`src/verilog/afud_pkg.sv`:
```
// Shared constants and types for the alpha-field character decoder
package afud_pkg;
    // ------------------------------------------------------------------
    // Header codes and octet values
    // ------------------------------------------------------------------
    localparam logic [7:0] AFUD_HDR_PAIR = 8'h80; // Plain 16-bit pairs
    localparam logic [7:0] AFUD_HDR_BASE8 = 8'h81; // 8-bit half-page base
    localparam logic [7:0] AFUD_HDR_BASE16 = 8'h82; // 16-bit half-page base
    localparam logic [7:0] AFUD_PAD_OCTET = 8'hFF; // Filler octet
    localparam logic [15:0] AFUD_PAD_PAIR = 16'hFFFF; // Filler character in pair scheme
    localparam logic [7:0] AFUD_CNT_ZERO = 8'h00; // Character count exhausted
    localparam logic [7:0] AFUD_CNT_STEP = 8'h01; // One character consumed
    localparam logic [6:0] AFUD_BASE8_LOW = 7'h00; // Low bits of an 8-bit base
    localparam logic [8:0] AFUD_DEF_HIGH = 9'h000; // High bits of a 7-bit character
    localparam int AFUD_FLAG_BIT = 7; // Offset or default-char select bit
    // ------------------------------------------------------------------
    // Buffer sizing
    // ------------------------------------------------------------------
    localparam int AFUD_FIFO_DEPTH = 8;
    // Ready is withdrawn while fewer than this many slots remain free
    localparam int AFUD_FIFO_MARGIN = 2;
    // ------------------------------------------------------------------
    // Types
    // ------------------------------------------------------------------
    typedef struct packed {
        logic is_ucs2; // 1: 16-bit code point, 0: 7-bit default char
        logic eor; // End-of-record marker, code is zero
        logic [15:0] code; // Code point or default char in low bits
    } afud_chr_s;
    localparam int AFUD_CHR_W = $bits(afud_chr_s);
    typedef enum logic [3:0] {
        AFUD_ST_HDR = 4'h0, // Waiting for the first octet
        AFUD_ST_PAIR_HI = 4'h1, // Expect upper_char_octet
        AFUD_ST_PAIR_LO = 4'h2, // Expect lower_char_octet
        AFUD_ST_COUNT = 4'h3, // Expect character count
        AFUD_ST_BASE8 = 4'h4, // Expect 8-bit base
        AFUD_ST_BASE_HI = 4'h5, // Expect upper base octet
        AFUD_ST_BASE_LO = 4'h6, // Expect lower base octet
        AFUD_ST_BODY = 4'h7, // Counted body octets
        AFUD_ST_DEFLT = 4'h8, // Default-alphabet record
        AFUD_ST_DRAIN = 4'h9, // Discard rest of record
        AFUD_ST_END = 4'hA // Push end marker
    } afud_state_e;
endpackage

```
`src/verilog/afud_decoder.sv`:
```
// Alpha-field decoder with its character FIFO
`timescale 1ns/1ps

// ----------------------------------------------------------------------
// Character FIFO
// ----------------------------------------------------------------------
module afud_fifo #(
    parameter int WIDTH = 18,
    parameter int DEPTH = 8
) (
    input wire logic i_clk_sys,
    input wire logic i_rst_b,
    input wire logic i_in_valid,
    output logic o_in_ready,
    input wire logic [WIDTH-1:0] i_in_data,
    output logic o_out_valid,
    input wire logic i_out_ready,
    output logic [WIDTH-1:0] o_out_data,
    output logic [$clog2(DEPTH+1)-1:0] o_count
);
    localparam int PW = $clog2(DEPTH);
    localparam int CW = $clog2(DEPTH+1);
    localparam logic [CW-1:0] CNT_FULL = CW'(DEPTH);
    localparam logic [PW-1:0] PTR_LAST = PW'(DEPTH - 1);
    logic [WIDTH-1:0] mem_reg [DEPTH]; // Storage
    logic [PW-1:0] wr_ptr_reg, wr_ptr_next, rd_ptr_reg, rd_ptr_next;
    logic [CW-1:0] cnt_reg, cnt_next;
    logic push, pop;

    // Handshakes and pointer arithmetic
    always_comb begin
        o_in_ready = (cnt_reg != CNT_FULL);
        o_out_valid = (cnt_reg != '0);
        o_out_data = mem_reg[rd_ptr_reg];
        o_count = cnt_reg;
        push = i_in_valid && o_in_ready;
        pop = o_out_valid && i_out_ready;
        wr_ptr_next = wr_ptr_reg;
        rd_ptr_next = rd_ptr_reg;
        if (push) begin
            wr_ptr_next = (wr_ptr_reg == PTR_LAST) ? '0 : wr_ptr_reg + 1'b1;
        end
        if (pop) begin
            rd_ptr_next = (rd_ptr_reg == PTR_LAST) ? '0 : rd_ptr_reg + 1'b1;
        end
        cnt_next = cnt_reg + CW'(push) - CW'(pop);
    end

    // Storage is written without reset; only pointers and count need a value
    always_ff @(posedge i_clk_sys) begin
        if (push) begin
            mem_reg[wr_ptr_reg] <= i_in_data;
        end
        if (!i_rst_b) begin
            wr_ptr_reg <= '0;
            rd_ptr_reg <= '0;
            cnt_reg <= '0;
        end else begin
            wr_ptr_reg <= wr_ptr_next;
            rd_ptr_reg <= rd_ptr_next;
            cnt_reg <= cnt_next;
        end
    end
endmodule

// ----------------------------------------------------------------------
// Decoder top
// ----------------------------------------------------------------------
// Functional notes
// - First octet picks pair, base8, base16, default
// - Pair scheme: upper octet first from octet 2
// - Base8: octet 2 bounds character count
// - Base8 pointer is octet 3 shifted seven
// - Base8 body: bit7 selects offset or default
// - Base16: count, then two-octet base upper first
// - Base16 body: bit7 selects offset or default
// - FF inside count is offset 7F
// - All three schemes supported, any set size
module afud_decoder (
    input wire logic i_clk_sys,
    input wire logic i_rst_b,
    input wire logic i_oct_valid, // Octet strobe from record reader
    input wire logic [7:0] i_oct_data, // Record octet
    input wire logic i_oct_last, // Last octet of the record
    output logic o_oct_ready, // Decoder can take an octet
    output logic o_chr_valid, // Character strobe
    input wire logic i_chr_ready, // Consumer takes the character
    output afud_pkg::afud_chr_s o_chr // Decoded character
);
    // ------------------------------------------------------------------
    // State
    // ------------------------------------------------------------------
    afud_pkg::afud_state_e st_reg, st_next;
    logic [7:0] cnt_reg, cnt_next; // Characters still to decode
    logic [15:0] base_reg, base_next; // Half-page base pointer
    logic [7:0] hi_reg, hi_next; // Held upper octet
    logic rdy_reg, rdy_next; // Registered ready
    logic ov_reg, ov_next; // Output valid
    afud_pkg::afud_chr_s oc_reg, oc_next; // Output character
    logic take; // Octet accepted this cycle
    logic push; // Entry written to FIFO
    afud_pkg::afud_chr_s push_chr;
    logic f_in_ready, f_out_valid, f_pop;
    logic [afud_pkg::AFUD_CHR_W-1:0] f_out_data;
    logic [$clog2(afud_pkg::AFUD_FIFO_DEPTH+1)-1:0] f_count;
    afud_pkg::afud_chr_s body_chr; // Decoded body octet

    assign take = i_oct_valid && rdy_reg;

    // Body octet: clear top bit is a default char, set bit an offset
    always_comb begin
        body_chr = '0;
        if (i_oct_data[afud_pkg::AFUD_FLAG_BIT]) begin
            body_chr.is_ucs2 = 1'b1;
            body_chr.code = base_reg + {afud_pkg::AFUD_DEF_HIGH, i_oct_data[6:0]};
        end else begin
            body_chr.code = {afud_pkg::AFUD_DEF_HIGH, i_oct_data[6:0]};
        end
    end

    // ------------------------------------------------------------------
    // Record parser
    // ------------------------------------------------------------------
    // Each accepted octet pushes at most one entry, so registered ready
    // with a two-slot margin can never overflow the FIFO
    always_comb begin
        st_next = st_reg;
        cnt_next = cnt_reg;
        base_next = base_reg;
        hi_next = hi_reg;
        push = 1'b0;
        push_chr = '0;
        if (st_reg == afud_pkg::AFUD_ST_END) begin
            // End marker waits for room; octets are held off meanwhile
            push_chr.eor = 1'b1;
            if (f_in_ready) begin
                push = 1'b1;
                st_next = afud_pkg::AFUD_ST_HDR;
            end
        end else if (take) begin
            case (st_reg)
                afud_pkg::AFUD_ST_HDR: begin
                    // Scheme select on the first octet
                    if (i_oct_data == afud_pkg::AFUD_HDR_PAIR) begin
                        st_next = afud_pkg::AFUD_ST_PAIR_HI;
                    end else if (i_oct_data == afud_pkg::AFUD_HDR_BASE8) begin
                        st_next = afud_pkg::AFUD_ST_COUNT;
                        hi_next = afud_pkg::AFUD_HDR_BASE8;
                    end else if (i_oct_data == afud_pkg::AFUD_HDR_BASE16) begin
                        st_next = afud_pkg::AFUD_ST_COUNT;
                        hi_next = afud_pkg::AFUD_HDR_BASE16;
                    end else begin
                        st_next = afud_pkg::AFUD_ST_DEFLT;
                        if (i_oct_data != afud_pkg::AFUD_PAD_OCTET) begin
                            push = 1'b1;
                            push_chr.code = {afud_pkg::AFUD_DEF_HIGH, i_oct_data[6:0]};
                        end
                    end
                end
                afud_pkg::AFUD_ST_PAIR_HI: begin
                    // A lone trailing octet is the unusable filler
                    hi_next = i_oct_data;
                    st_next = afud_pkg::AFUD_ST_PAIR_LO;
                end
                afud_pkg::AFUD_ST_PAIR_LO: begin
                    if ({hi_reg, i_oct_data} == afud_pkg::AFUD_PAD_PAIR) begin
                        st_next = afud_pkg::AFUD_ST_DRAIN;
                    end else begin
                        push = 1'b1;
                        push_chr.is_ucs2 = 1'b1;
                        push_chr.code = {hi_reg, i_oct_data};
                        st_next = afud_pkg::AFUD_ST_PAIR_HI;
                    end
                end
                afud_pkg::AFUD_ST_COUNT: begin
                    cnt_next = i_oct_data;
                    st_next = (hi_reg == afud_pkg::AFUD_HDR_BASE8) ?
                        afud_pkg::AFUD_ST_BASE8 : afud_pkg::AFUD_ST_BASE_HI;
                end
                afud_pkg::AFUD_ST_BASE8: begin
                    base_next = {1'b0, i_oct_data, afud_pkg::AFUD_BASE8_LOW};
                    st_next = (cnt_reg == afud_pkg::AFUD_CNT_ZERO) ?
                        afud_pkg::AFUD_ST_DRAIN : afud_pkg::AFUD_ST_BODY;
                end
                afud_pkg::AFUD_ST_BASE_HI: begin
                    hi_next = i_oct_data;
                    st_next = afud_pkg::AFUD_ST_BASE_LO;
                end
                afud_pkg::AFUD_ST_BASE_LO: begin
                    base_next = {hi_reg, i_oct_data};
                    st_next = (cnt_reg == afud_pkg::AFUD_CNT_ZERO) ?
                        afud_pkg::AFUD_ST_DRAIN : afud_pkg::AFUD_ST_BODY;
                end
                afud_pkg::AFUD_ST_BODY: begin
                    // Inside the count every octet, FF included, is a char
                    push = 1'b1;
                    push_chr = body_chr;
                    cnt_next = cnt_reg - afud_pkg::AFUD_CNT_STEP;
                    if (cnt_reg == afud_pkg::AFUD_CNT_STEP) begin
                        st_next = afud_pkg::AFUD_ST_DRAIN;
                    end
                end
                afud_pkg::AFUD_ST_DEFLT: begin
                    // Filler octets carry no character
                    if (i_oct_data != afud_pkg::AFUD_PAD_OCTET) begin
                        push = 1'b1;
                        push_chr.code = {afud_pkg::AFUD_DEF_HIGH, i_oct_data[6:0]};
                    end
                end
                afud_pkg::AFUD_ST_DRAIN: begin
                    st_next = afud_pkg::AFUD_ST_DRAIN;
                end
                default: begin
                    st_next = afud_pkg::AFUD_ST_HDR;
                end
            endcase
            // Every record, however short, closes with a marker
            if (i_oct_last) begin
                st_next = afud_pkg::AFUD_ST_END;
            end
        end
        rdy_next = (f_count <= 4'(afud_pkg::AFUD_FIFO_DEPTH - afud_pkg::AFUD_FIFO_MARGIN))
            && (st_next != afud_pkg::AFUD_ST_END);
    end

    always_ff @(posedge i_clk_sys) begin
        if (!i_rst_b) begin
            st_reg <= afud_pkg::AFUD_ST_HDR;
            cnt_reg <= '0;
            base_reg <= '0;
            hi_reg <= '0;
            rdy_reg <= 1'b0;
        end else begin
            st_reg <= st_next;
            cnt_reg <= cnt_next;
            base_reg <= base_next;
            hi_reg <= hi_next;
            rdy_reg <= rdy_next;
        end
    end

    // ------------------------------------------------------------------
    // Buffer and output stage
    // ------------------------------------------------------------------
    afud_fifo #(
        .WIDTH(afud_pkg::AFUD_CHR_W),
        .DEPTH(afud_pkg::AFUD_FIFO_DEPTH)
    ) u_fifo (
        .i_clk_sys(i_clk_sys),
        .i_rst_b(i_rst_b),
        .i_in_valid(push),
        .o_in_ready(f_in_ready),
        .i_in_data(push_chr),
        .o_out_valid(f_out_valid),
        .i_out_ready(f_pop),
        .o_out_data(f_out_data),
        .o_count(f_count)
    );

    // Output register refills whenever empty or being taken
    always_comb begin
        f_pop = !ov_reg || i_chr_ready;
        ov_next = ov_reg;
        oc_next = oc_reg;
        if (f_pop) begin
            ov_next = f_out_valid;
            oc_next = f_out_data;
        end
    end

    always_ff @(posedge i_clk_sys) begin
        if (!i_rst_b) begin
            ov_reg <= 1'b0;
            oc_reg <= '0;
        end else begin
            ov_reg <= ov_next;
            oc_reg <= oc_next;
        end
    end

    assign o_oct_ready = rdy_reg;
    assign o_chr_valid = ov_reg;
    assign o_chr = oc_reg;
endmodule

```
`config.mk`:
```
export PLATFORM = sky130hd
export DESIGN_NAME = afud_decoder
export DESIGN_NICKNAME = d
export VERILOG_FILES = /design/src/verilog/afud_pkg.sv /design/src/verilog/afud_decoder.sv
export SDC_FILE = /design/constraint.sdc
export NUM_CORES = 1
export LEC_CHECK = 0
export ABC_AREA = 1
export BUFFER_PORTS_ARGS = -buffer_cell sky130_fd_sc_hd__buf_2
export CAP_MARGIN = 15
export CORE_ASPECT_RATIO = 0.75
export CORE_UTILIZATION = 25
export DETAILED_ROUTE_END_ITERATION = 7
export HOLD_SLACK_MARGIN = 0.15
export PLACE_DENSITY = 0.39
export SYNTH_ARGS = -nofsm -noshare
export SYNTH_HDL_FRONTEND = slang
export SYNTH_SLANG_ARGS = --single-unit
```
`constraint.sdc`:
```
create_clock -name i_clk_sys -period 2.7 [get_ports i_clk_sys]
set_clock_uncertainty 0.05 [all_clocks]
set_input_delay 0.135 -clock i_clk_sys [delete_from_list [all_inputs] [get_ports i_clk_sys]]
set_output_delay 0.135 -clock i_clk_sys [all_outputs]
set_load 0.02 [all_outputs]
```
======== Yosys cells after proc, flatten, opt, wreduce, memory -nomap -nowiden ========
Memories as Yosys holds them, arrays and structs flattened. A register that Yosys moved wholly into a read port is not among the register bits.
Cells that the tools add are included.
storage, ports and cells
  memories kept ........................... 1
  bits of input ports ..................... 13
  register bits after elaboration ......... 48
  RAM bits ................................ 144
  logic and storage cells ................. 103
operators by class
  bitwise operators ....................... 1
  equal/unequal tests ..................... 23
  order comparisons ....................... 1
  add/sub/neg operators ................... 6
  multiplexer cells ....................... 44
  reductions and logical operators ........ 18
memory list
  memory          words  width  rd ports  clocked after memory_dff  wr ports  RTL line            RTL
  u_fifo.mem_reg  8      18     1         1                         1         afud_decoder.sv:25  logic [WIDTH-1:0] mem_reg [DEPTH];
operators with widths
  kind                                              count
  2-to-1 mux 16 bit                                 6
  one-hot mux 16 bit (4 select lines)               1
  2-to-1 mux 4 bit                                  10
  one-hot mux 4 bit (9 select lines)                1
  == test 8 bit, second input constant              4
  one-hot mux 16 bit (2 select lines)               1
  one-hot mux 8 bit (2 select lines)                2
  2-to-1 mux 8 bit                                  3
  2-to-1 mux 18 bit                                 1
  adder 16 x 7 -> 16 bit                            1
  == test 16 bit, second input constant             1
  == test 4 x 3 -> 1 bit, second input constant     4
  2-to-1 mux 1 bit                                  14
  == test 4 bit, second input constant              3
  == test 4 x 2 -> 1 bit, second input constant     2
  == test 8 x 1 -> 1 bit, second input constant     1
  zero test 8 bit                                   1
  != test 4 bit, second input constant              2
  != test 8 bit, second input constant              1
  subtractor 8 x 1 -> 8 bit, second input constant  1
  2-to-1 mux 7 bit                                  1
  adder 3 x 1 -> 3 bit, second input constant       2
  == test 3 bit, second input constant              2
  2-to-1 mux 3 bit                                  2
  18 further kinds                                  26

======== Depth between registers and ports, before layout ========
Gate-level depths: netlist of run 1.
  depth in word-level cells ............... 11
  gate-level depth with buffers ........... 18
  gate-level depth less buffers ........... 17

======== Cells and area by module ========
A second synthesis of run 1 with hierarchy kept.
unflattened totals
  cell total of the unflattened synthesis .. 1302
  area, all modules ....................... 10720.3 µm²
modules (own cells, without submodules)
  module        area each (µm²)  seq. area each (µm²)  cells an instance  instances
  afud_fifo     7026.7           4584.4                719                1
  afud_decoder  3693.5           1121.1                583                1

======== Worst setup path after synthesis of run 1 ========
Ideal clock, no wire load.
  path type ............................... flip-flop to flip-flop
  start ................................... register st_reg[1]
  end ..................................... memory u_fifo.mem_reg[0][0] (enable)
  cell stages (with the launch flop) ...... 10
  slack ................................... 0.059 ns
  required time ........................... 2.258 ns
  library setup time ...................... 0.392 ns
  arrival time ............................ 2.198 ns
  path through ............................ dfxtp_1 > inv_2 > nor2_2 > inv_2 > nor2_1 > inv_2 > nand2_4 > nand2_4 > or2_4 > nor2_1
between the ends
  longest elaborated chain between the ends .. 7
  elaborated cells on any way between the ends .. 11
  those cells by class .................... eq/ne (4); mux (5); reduce/logical (2)
ends and longest elaborated chain
  element                                   RTL line             RTL
  from (decl)                               afud_decoder.sv:93   afud_pkg::afud_state_e st_reg, st_next;
  from (signal assigned)                    afud_decoder.sv:228  st_reg <= afud_pkg::AFUD_ST_HDR;
  from (signal assigned)                    afud_decoder.sv:234  st_reg <= st_next;
  == test 4 bit (tied with other cells)     afud_decoder.sv:141  case (st_reg)
  one-hot mux 1 bit (4 select lines)        afud_decoder.sv:141
  2-to-1 mux 1 bit                          afud_decoder.sv:140  end else if (take) begin
  2-to-1 mux 1 bit *                        afud_decoder.sv:133  if (st_reg == afud_pkg::AFUD_ST_END) begin
  logical AND 1 bit *                       afud_decoder.sv:36   push = i_in_valid && o_in_ready;
  2-to-1 mux 1 bit *                        afud_decoder.sv:51   if (push) begin
  2-to-1 mux 1 bit (implied by the code) *  afud_decoder.sv:52   mem_reg[wr_ptr_reg] <= i_in_data;
  to (decl)                                 afud_decoder.sv:25
Mark *: on every way between the ends. The rest lies on a longest branch, timed or not.

======== Worst setup path after layout of run 1 ========
  start ................................... register st_reg[2]
  end ..................................... register base_reg[7]
between the ends
  longest elaborated chain between the ends .. 3
  elaborated cells on any way between the ends .. 7
  those cells by class .................... eq/ne (3); mux (1); bitwise (1); reduce/logical (2)
ends and longest elaborated chain
  element                                                         RTL line                                  RTL
  == test 4 x 3 -> 1 bit or == test 4 bit (tied branches)         afud_decoder.sv:141, afud_decoder.sv:133
  nonzero test 2 bit (no line) or inverter 1 bit (tied branches)  n/a
  AND reduction 3 bit (no line)                                   n/a
  to (signal assigned)                                            afud_decoder.sv:236                       base_reg <= base_next;
  to (decl)                                                       afud_decoder.sv:95                        logic [15:0] base_reg, base_next;
Several ways; a longest one is shown, not always the timed one.
A chain may end at the register's enable or synchronous reset.

==> qor.csv, run 1 <==
stage,metric,value,unit
outcome,status,finished clean,
detailed_routing,num_vias,7753,
floorplanning,initial_core_util,25.5,%
floorplanning,die_w,231,um
worst_setup_path,crit_required,3.13,ns
yosys,seq_area_frac_synth,57.6,%
yosys,ys_seq_elements,210,
grt,grt_max_degree,74,
clocking,cts_tree,done,
yosys,syn_area_per_cell,9.26,um^2
grt,grt_pass1_wl,45.7,mm
finish,antenna_cells,0,
clocking,cts_buffers,25,
worst_hold_path,hold_path_class,reg2reg,
detailed_routing,wirelength,29.4,mm
yosys,async_flop_share,0,%
clocking,post_cts_buffers,0,
worst_setup_path,crit_path_start_kind,flip-flop,
place,globalplace.congestion,0.840,
yosys,synth.largest_area_cell,edfxtp_1,
finish,fillers,4076,
finish,drive_gt1_share,15.3,%
grt,antenna_found_initial,0,
pwr,power_density,856,nW/um^2
yosys,synth_top_cell_area_share,44.1,%
finish,stdcell_count,1665,
detailed_routing,ant_nets,0,
clocking,htree_levels,1,
finish,syn2layout_area_growth,22.1,%
yosys,yosysWarningCount,0,
yosys,synth-edff-count,144,
worst_setup_path,crit_type,reg2reg,
pwr,sequentialPowerShare,37.2,%
pwr,p_int,0.00673,W
pwr,clkPwrFrac,35.0,%
worst_setup_path,crit_arrival,2.89,ns
yosys,syn-num-nets,1094,
pwr,leakage,4.56,nW
flow_run,drv_cap,0,
finish,finalInstanceArea,12000,um^2
timing,finalHoldViolCount,0,
yosys,yosys_most_used_dff,edfxtp_1,
worst_setup_path,cp_max_fo,16,
yosys,syn-cell-area,9790,um^2
pwr,peakVddDrop,0.478,mV
floorplanning,rows,62,
pwr,power.share.switching,34.2,%
clocking,cts.path.max_buffers,3,
grt,grt_pass1_vias,7484,
timing,min_period_over_period,91.1,%
timing,finalSetupViolations,0,
clocking,path_clk_slew,0.07,ns
finish,nets,1171,
floorplanning,core_area,38500,um^2
detailed_routing,routedWlPerCell,17.7,um
clocking,cts_root_buf,clkbuf_16,
place,dp.cells,1606,
finish,largest_reg_flops,144,
detailed_routing,avgViaCountPerCell,4.66,
timing,rsz0062_at_grt,no,
clocking,clock-sinks,210,
place,dpl.hpwl,18.8,mm
worst_setup_path,cp-end-kind,flip-flop,
timing,fmaxAchievable,406,MHz
pwr,finalPower,0.0102,W
floorplanning,die_height,173,um
pwr,power_switching,0.00350,W
grt,overflow,0,
detailed_routing,dr.pass1.iters,7,
timing,post-route-min-period,2.46,ns
detailed_routing,drcViolationCount,0,
timing,relSlewSlack,43.9,%
pwr,combPwrFrac,27.8,%
detailed_routing,drt_iter0_markers,546,
place,placed_cell_area,10900,um^2
yosys,ys_types,39,
floorplanning,ios,33,
timing,tightestPinTransition,0.841,ns
clocking,clk_latency,0.53,ns
timing,slew_violations,0,
place,numPortBuffers,32,
yosys,synthCells,1058,
floorplanning,die-area,40000,um^2
grt,track_usage,14.8,%
yosys,synthTopCellsByArea,"edfxtp_1 (44%), dfxtp_1 (13%), nand2_1 (6.7%)",
-- through the flow --
stage               hold slack [ns]  util, %  setup TNS [ns]  setup WS, ns
floorplan                     0.237        -               0        0.0591
global placement              0.414     28.4          -0.306       -0.0298
detailed placement            0.418     28.4           -1.08       -0.0712
CTS                           0.431     31.0               0        0.0541
global route                  0.449     31.1               0        0.0527
finish                        0.430     31.1               0         0.239
-- power groups by stage --
stage	registers (W)	logic, W	clock network, W
after floorplan	0.00401	0.00172	0
after global placement	0.00388	0.00288	0
after detailed placement	0.00388	0.00287	0
after CTS	0.00381	0.00289	0.00369
after global routing	0.00384	0.00322	0.00380
final	0.00381	0.00285	0.00358
-- cell usage after synthesis, types with 21 or more instances --
cell,instances
ha_1,21
o22ai_1,38
o21ai_0,123
nand2_1,175
nand3_1,57
nor2_1,136
clkbuf_1,36
edfxtp_1,144
dfxtp_1,66
o211ai_1,22
inv_1,87
a21oi_1,56
-- kinds of logic (layout without fill, tap and decap cells) --
group,count (synthesis),after routing,share of synthesized area [%]
compound gates,262,262,14.9
fa+ha+maj,23,23,3.09
buf+inv,151,246,6.12
flops,210,210,57.6
xor+xnor,9,9,0.805
simple gates,403,403,17.5
-- layout by cell type (no fill, tap or decap), drive strengths merged --
| cell | netlist | routed |
|---|---|---|
| a211oi | 4 | 4 |
| a21oi | 57 | 57 |
| a31oi | 12 | 12 |
| buf | 13 | 87 |
| bufinv | 0 | 4 |
| clkbuf | 38 | 28 |
| clkinv | 4 | 12 |
| clkinvlp | 0 | 4 |
| dfxtp | 66 | 66 |
| dlygate4sd3 | 0 | 14 |
| edfxtp | 144 | 144 |
| fa | 2 | 2 |
| ha | 21 | 21 |
| inv | 96 | 97 |
| nand2 | 183 | 183 |
| nand2b | 1 | 1 |
| nand3 | 59 | 59 |
| nand4 | 9 | 9 |
| nor2 | 142 | 142 |
| nor3 | 8 | 8 |
| o211ai | 22 | 22 |
| o21ai | 126 | 126 |
| o21bai | 2 | 2 |
| o22ai | 38 | 38 |
| o311ai | 1 | 1 |
| or2 | 1 | 1 |
| xnor2 | 2 | 2 |
| xor2 | 7 | 7 |
-- area by class of cell --
cell class | instances | area, um^2 | share of cell area, %
clock inverter | 17 | 203 | 1.70
clock buffer | 28 | 657 | 5.49
inverter | 100 | 375 | 3.14
sequential | 210 | 5650 | 47.2
multi-input combinational | 697 | 3590 | 30.1
tap | 512 | 641 | 5.36
timing repair buffer | 101 | 838 | 7.01
-- final timing paths --
check                                from                        to  slack [ns]  depth (start not counted)
hold / removal    cnt_reg[7]$_SDFFE_PN0P_   cnt_reg[7]$_SDFFE_PN0P_        0.43                          2
setup reg to reg     st_reg[2]$_SDFF_PN0_  base_reg[7]$_SDFFE_PN0P_        0.24                          7
setup / recovery     st_reg[2]$_SDFF_PN0_  base_reg[7]$_SDFFE_PN0P_        0.24                          7
hold reg to reg   cnt_reg[7]$_SDFFE_PN0P_   cnt_reg[7]$_SDFFE_PN0P_        0.43                          2
-- timing repair --
action / 4_1_cts / 5_1_grt
hold buffers: 14 / 0
endpoints found under the setup margin: 24 / 34
resized for setup: 1 / 7
hold endpoints to repair: 32 / 0
-- metal layers --
metal	wire length [um]	part of all wire, %	global-route usage [%]	vias up
li1	-	-	-	3813
met1	15100	51	22.4	3741
met2	12400	42	22.1	166
met3	1390	4.7	2.11	33
met4	533	1.8	3.12	0
met5	0	0	0	-
-- critical path: stages (launching register included) --
cell and delay, ns:
dfxtp_1 0.42, inv_2 0.11, nor2_2 0.17, nand2_1 0.40, nor2_4 0.44, o21ai_0 0.12, a31oi_1 0.15, dlygate4sd3_1 0.55
Note: power is estimated with default switching activity, not from simulation.
==> run 2: changes to the inputs <==
--- a/config.mk
+++ b/config.mk
@@ -11,2 +11,3 @@
 export CORE_ASPECT_RATIO = 0.75
+export CORE_MARGIN = 3
 export CORE_UTILIZATION = 25
--- a/constraint.sdc
+++ b/constraint.sdc
@@ -4,2 +4,2 @@
 set_output_delay 0.135 -clock i_clk_sys [all_outputs]
-set_load 0.02 [all_outputs]
+set_load 0.01 [all_outputs]
==> qor.csv, run 2 (synthesis results as in run 1) <==
stage,metric,value,unit,change
floorplanning,die_height,177,um,+2.3%
outcome,status,finished clean,,
finish,largest_reg_flops,144,,unchanged
timing,tightestPinTransition,0.594,ns,-0.247 ns
detailed_routing,drcViolationCount,0,,unchanged
detailed_routing,routedWlPerCell,17.8,um,+0.51%
worst_setup_path,crit_path_start_kind,input port,,
worst_hold_path,hold_path_class,reg2reg,,
clocking,cts_tree,done,,
floorplanning,ios,33,,unchanged
floorplanning,rows,62,,unchanged
pwr,finalPower,0.0100,W,-2.2%
grt,antenna_found_initial,1,,+1
worst_setup_path,cp-end-kind,flip-flop,,
pwr,power_density,835,nW/um^2,-2.4%
floorplanning,die_w,235,um,+1.7%
place,dpl.hpwl,18.8,mm,-0.15%
timing,min_period_over_period,92.5,%,+1.3 points
detailed_routing,wirelength,29.6,mm,+0.75%
detailed_routing,num_vias,7640,,-1.5%
timing,finalSetupViolations,0,,unchanged
finish,drive_gt1_share,15.0,%,-0.23 points
clocking,path_clk_slew,0.07,ns,about the same
finish,syn2layout_area_growth,22.3,%,
grt,grt_pass1_wl,45.7,mm,about the same
finish,final_common_cell,nand2_1,,
timing,post-route-min-period,2.50,ns,+0.0362 ns
clocking,cts_buffers,24,,-4.0%
grt,track_usage,14.3,%,-0.47 points
floorplanning,die-area,41600,um^2,+4.1%
finish,nets,1175,,+0.34%
place,numPortBuffers,32,,unchanged
timing,slew_violations,0,,unchanged
finish,final_cell_mix,"nand2_1 (175), edfxtp_1 (144), nor2_1 (128), o21ai_0 (122), inv_1 (86)",,
detailed_routing,ant_nets,0,,unchanged
detailed_routing,dr.pass1.iters,5,,-2
worst_setup_path,crit_arrival,2.86,ns,-0.03 ns
clocking,htree_levels,1,,unchanged
finish,fillers,4041,,-0.86%
grt,grt_pass1_vias,7592,,+1.4%
clocking,clock-sinks,210,,unchanged
grt,overflow,0,,unchanged
finish,antenna_cells,0,,unchanged
detailed_routing,avgViaCountPerCell,4.58,,-1.7%
flow_run,drv_cap,0,,unchanged
worst_setup_path,cp_max_fo,8,,-8
timing,fmaxAchievable,401,MHz,-1.5%
clocking,cts.path.max_buffers,3,,unchanged
clocking,cts_root_buf,clkbuf_16,,
timing,rsz0062_at_grt,no,,
worst_setup_path,crit_type,in2reg,,
worst_setup_path,crit_required,3.06,ns,-0.07 ns
clocking,clk_latency,0.52,ns,about the same
floorplanning,core_area,38500,um^2,unchanged
place,globalplace.congestion,0.808,,-3.8%
pwr,leakage,4.58,nW,+0.42%
timing,relSlewSlack,60.3,%,+16 points
pwr,peakVddDrop,0.372,mV,-22%
timing,finalHoldViolCount,0,,unchanged
detailed_routing,drt_iter0_markers,600,,+9.9%
grt,grt_max_degree,42,,-43%
floorplanning,initial_core_util,25.5,%,unchanged
timing,fin_tns_setup,0,ns,unchanged
-- run 2: cell count changes in the layout (fill, tap and decap cells not counted) --
cell / delta
dfxtp_1: -1
clkinvlp_4: -4
clkinv_2: -2
clkinv_1: +1
clkbuf_1: +6
inv_6: -1
dfxtp_2: +1
clkinv_4: -1
buf_4: +4
buf_12: +1
-- run 2: final timing paths --
path | from | to | slack, ns | cells past startpoint
max | i_oct_data[6] | u_fifo.o_count[2]$_SDFF_PN0_ | 0.20 | 17
min | base_reg[2]$_SDFFE_PN0P_ | base_reg[2]$_SDFFE_PN0P_ | 0.43 | 2
max reg2reg | st_reg[2]$_SDFF_PN0_ | st_reg[0]$_SDFF_PN0_ | 0.27 | 9
min reg2reg | base_reg[2]$_SDFFE_PN0P_ | base_reg[2]$_SDFFE_PN0P_ | 0.43 | 2
-- run 2: area by class of cell --
cell class                 instances  area, um^2  share of cell area, %
clock buffer                      34         679                   5.67
multi-input combinational        697        3590                   30.0
inverter                         100         375                   3.13
sequential                       210        5650                   47.2
clock inverter                    10         149                   1.24
tap                              512         641                   5.35
timing repair buffer             106         888                   7.42
-- run 2: where the power goes --
part           switching [W]  leakage (nW)  internal (W)
sequential          0.000145          1.88       0.00369
combinational        0.00182          2.29      0.000903
clock                0.00132         0.408       0.00213
-- run 2: repair_timing --
item / 4_1_cts / 5_1_grt
hold endpoints to repair: 33 / 0
endpoints found under the setup margin: 0 / 48
hold buffers: 14 / 0
buffers inserted: 0 / 3
gates resized for setup: 0 / 9
-- run 2: layer usage --
metal | share of wire (%) | up-vias | routed length (um) | track usage (%)
met2 | 42 | 128 | 12300 | 21.3
li1 | - | 3819 | - | -
met4 | 1.3 | 0 | 395 | 2.56
met1 | 53 | 3666 | 15800 | 22.0
met3 | 3.8 | 27 | 1120 | 2.17
met5 | 0 | - | 0 | 0
-- run 2: stage by stage --
step / hold WS, ns / cell area [um^2] / util (%) / worst slack (ns) / instances
3_3_place_gp: 0.416 / 10900 / 28.4 / 0.127 / 1608
6_report: 0.432 / 12000 / 31.1 / 0.203 / 1669
4_1_cts: 0.432 / 11900 / 31.0 / 0.0596 / 1666
5_1_grt: 0.461 / 12000 / 31.1 / 0.0417 / 1669
3_5_place_dp: 0.417 / 10900 / 28.4 / 0.0881 / 1608
2_1_floorplan: 0.237 / 9790 / - / 0.0591 / 1058
-- run 2: critical path, cell delays in order --
cell           delay [ns]
dlygate4sd3_1        0.56
buf_2                0.14
buf_4                0.18
nand2_1              0.10
nor2_1               0.05
nand2_2              0.08
nand4_1              0.26
nand4_4              0.28
nand2_4              0.06
nand2_4              0.08
nand2_4              0.06
inv_2                0.08
ha_1                 0.14
inv_1                0.06
fa_1                 0.37
xor2_1               0.15
nor2_1               0.05
==> run 3: changes to the inputs <==
==> constraint.sdc (replaced) <==
create_clock -name i_clk_sys -period 2.7 [get_ports i_clk_sys]
set_clock_uncertainty 0.05 [all_clocks]
set_input_delay 0.27 -clock i_clk_sys [delete_from_list [all_inputs] [get_ports i_clk_sys]]
set_output_delay 0.27 -clock i_clk_sys [all_outputs]
set_load 0.01 [all_outputs]
==> qor.csv, run 3 (synthesis results as in run 1) <==
stage,metric,value,unit,change
outcome,status,finished clean,,
timing,finalSetupViolations,0,,unchanged
finish,final_cell_mix,"nand2_1 (175), edfxtp_1 (144), nor2_1 (128), o21ai_0 (122), inv_1 (86)",,
timing,min_period_over_period,93.2,%,+0.74 points
grt,track_usage,14.4,%,+0.074 points
clocking,cts_buffers,24,,unchanged
detailed_routing,avgViaCountPerCell,4.60,,+0.57%
floorplanning,rows,62,,unchanged
detailed_routing,dr.pass1.iters,5,,unchanged
detailed_routing,drcViolationCount,0,,unchanged
clocking,clock-sinks,210,,unchanged
floorplanning,die_w,235,um,unchanged
finish,antenna_cells,0,,unchanged
worst_setup_path,crit_arrival,2.93,ns,+0.07 ns
clocking,cts_tree,done,,
detailed_routing,drt_iter0_markers,534,,-11%
grt,overflow,0,,unchanged
timing,relSlewSlack,46.1,%,-14 points
floorplanning,die_height,177,um,unchanged
floorplanning,core_area,38500,um^2,unchanged
clocking,path_clk_slew,0.06,ns,about the same
finish,drive_gt1_share,15.2,%,+0.21 points
timing,setup_slack,0.183,ns,-0.0200 ns
worst_setup_path,crit_required,3.12,ns,+0.06 ns
place,placed_cell_area,11000,um^2,+0.62%
worst_setup_path,crit_chain,"dlygate4sd3_1, clkbuf_4, buf_4, nand2_2, nor2_1, nand2_2, nor2_1, inv_1, nand2_4, nand4_4, nand2_4, nand2_4, nand2_4, inv_2, ha_1, inv_1, fa_1, nor2_1",,
finish,stdcell_count,1673,,+0.24%
place,numPortBuffers,32,,unchanged
place,globalplace.congestion,0.805,,-0.33%
finish,largest_reg_flops,144,,unchanged
timing,fmaxAchievable,397,MHz,-0.80%
floorplanning,ios,33,,unchanged
grt,grt_pass1_vias,7629,,+0.49%
worst_setup_path,cpPeakStageDelay,0.52,ns,-0.04 ns
detailed_routing,routedWlPerCell,17.7,um,-0.13%
place,place_ws,-0.123,ns,-0.211 ns
finish,multi_input_area,3590,um^2,-0.24%
pwr,peakVddDrop,0.492,mV,+33%
timing,rsz0062_at_grt,no,,
worst_setup_path,crit_type,in2reg,,
worst_setup_path,cp_max_fo,5,,-3
timing,hold_ws,0.178,ns,-0.254 ns
floorplanning,die-area,41600,um^2,unchanged
clocking,cts.path.max_buffers,3,,unchanged
grt,antenna_found_initial,0,,-1
timing,post-route-min-period,2.52,ns,+0.0200 ns
grt,grt_max_degree,74,,+76%
finish,finalInstanceArea,11900,um^2,-0.71%
detailed_routing,num_vias,7702,,+0.81%
timing,fin_tns_setup,0,ns,unchanged
finish,fillers,4041,,unchanged
worst_hold_path,hold_path_class,in2reg,,
worst_setup_path,cp_num_buf_inv,6,,+1
finish,syn2layout_area_growth,21.4,%,
worst_setup_path,cp-end-kind,flip-flop,,
detailed_routing,ant_nets,0,,unchanged
worst_setup_path,crit_path_start_kind,input port,,
clocking,htree_levels,1,,unchanged
timing,finalHoldViolCount,0,,unchanged
grt,grt_pass1_wl,46.0,mm,+0.71%
floorplanning,initial_core_util,25.5,%,unchanged
place,dp.cells,1617,,+0.56%
pwr,power_density,821,nW/um^2,-1.7%
worst_setup_path,crit_family,buffers and inverters,,
worst_setup_path,r2r_setup_slack,0.26,ns,about the same
flow_run,drv_cap,0,,unchanged
worst_setup_path,slowest_stage,dlygate4sd3_1,,
clocking,cts_root_buf,clkbuf_16,,
worst_setup_path,cp_common_cell,nand2_4,,
clocking,clk_latency,0.53,ns,about the same
finish,final_common_cell,nand2_1,,
pwr,leakage,4.55,nW,-0.65%
finish,nets,1179,,+0.34%
timing,slew_violations,0,,unchanged
detailed_routing,wirelength,29.7,mm,+0.11%
timing,tightestPinTransition,0.808,ns,+0.214 ns
place,dpl.hpwl,19.3,mm,+2.7%
finish,ff_latch_area,5650,um^2,about the same
==> run 3: metrics by stage <==
step	util (%)	total power, W
detailed placement	28.6	0.00668
global placement	28.6	0.00670
CTS	30.8	0.00989
global route	30.9	0.0104
floorplan	-	0.00565
finish	30.9	0.00976
==> run 3: per-layer routing <==
layer  wire length, um  vias to the layer above  track usage (%)
li1                  -                     3837                -
met1             15700                     3691             22.2
met2             12500                      139             21.4
met3              1080                       35             2.18
met4               418                        0             2.53
met5                 0                        -                0
==> run 3: report_power, final <==
group,internal (W),leakage [nW],switching [W],total (W)
Combinational,0.000952,2.31,0.00183,0.00278
Sequential,0.00369,1.88,0.000137,0.00382
Clock,0.00182,0.364,0.00134,0.00316
Total,0.00646,4.55,0.00330,0.00976
==> run 3: repair_timing <==
action,in CTS,in global routing
resized for setup,1,5
hold buffers,9,0
endpoints found under the setup margin,8,59
setup buffers,0,3
endpoints found under the hold margin,13,0
==> run 3: final cells by class <==
cell class / instances / area share [%]
clock buffers: 33 / 5.60
clock inverters: 11 / 0.684
inverters: 100 / 3.16
multi-input cells: 697 / 30.2
flip-flops and latches: 210 / 47.5
well taps: 512 / 5.39
repair buffers: 110 / 7.53
==> run 3: worst min-delay path, cell delays in order <==
cell and delay, ns:
buf_2 0.13, buf_4 0.17, nand3_1 0.08, a21oi_1 0.05
==> run 3: worst paths after layout <==
path / to / start / cells past startpoint
setup / recovery: u_fifo.o_count[1]$_SDFF_PN0_ / i_oct_data[1] / 18
setup reg to reg: u_fifo.mem_reg[3][10]$_DFFE_PP_ / base_reg[0]$_SDFFE_PN0P_ / 11
hold reg to reg: base_reg[3]$_SDFFE_PN0P_ / base_reg[3]$_SDFFE_PN0P_ / 2
hold / removal: base_reg[2]$_SDFFE_PN0P_ / i_oct_data[2] / 4
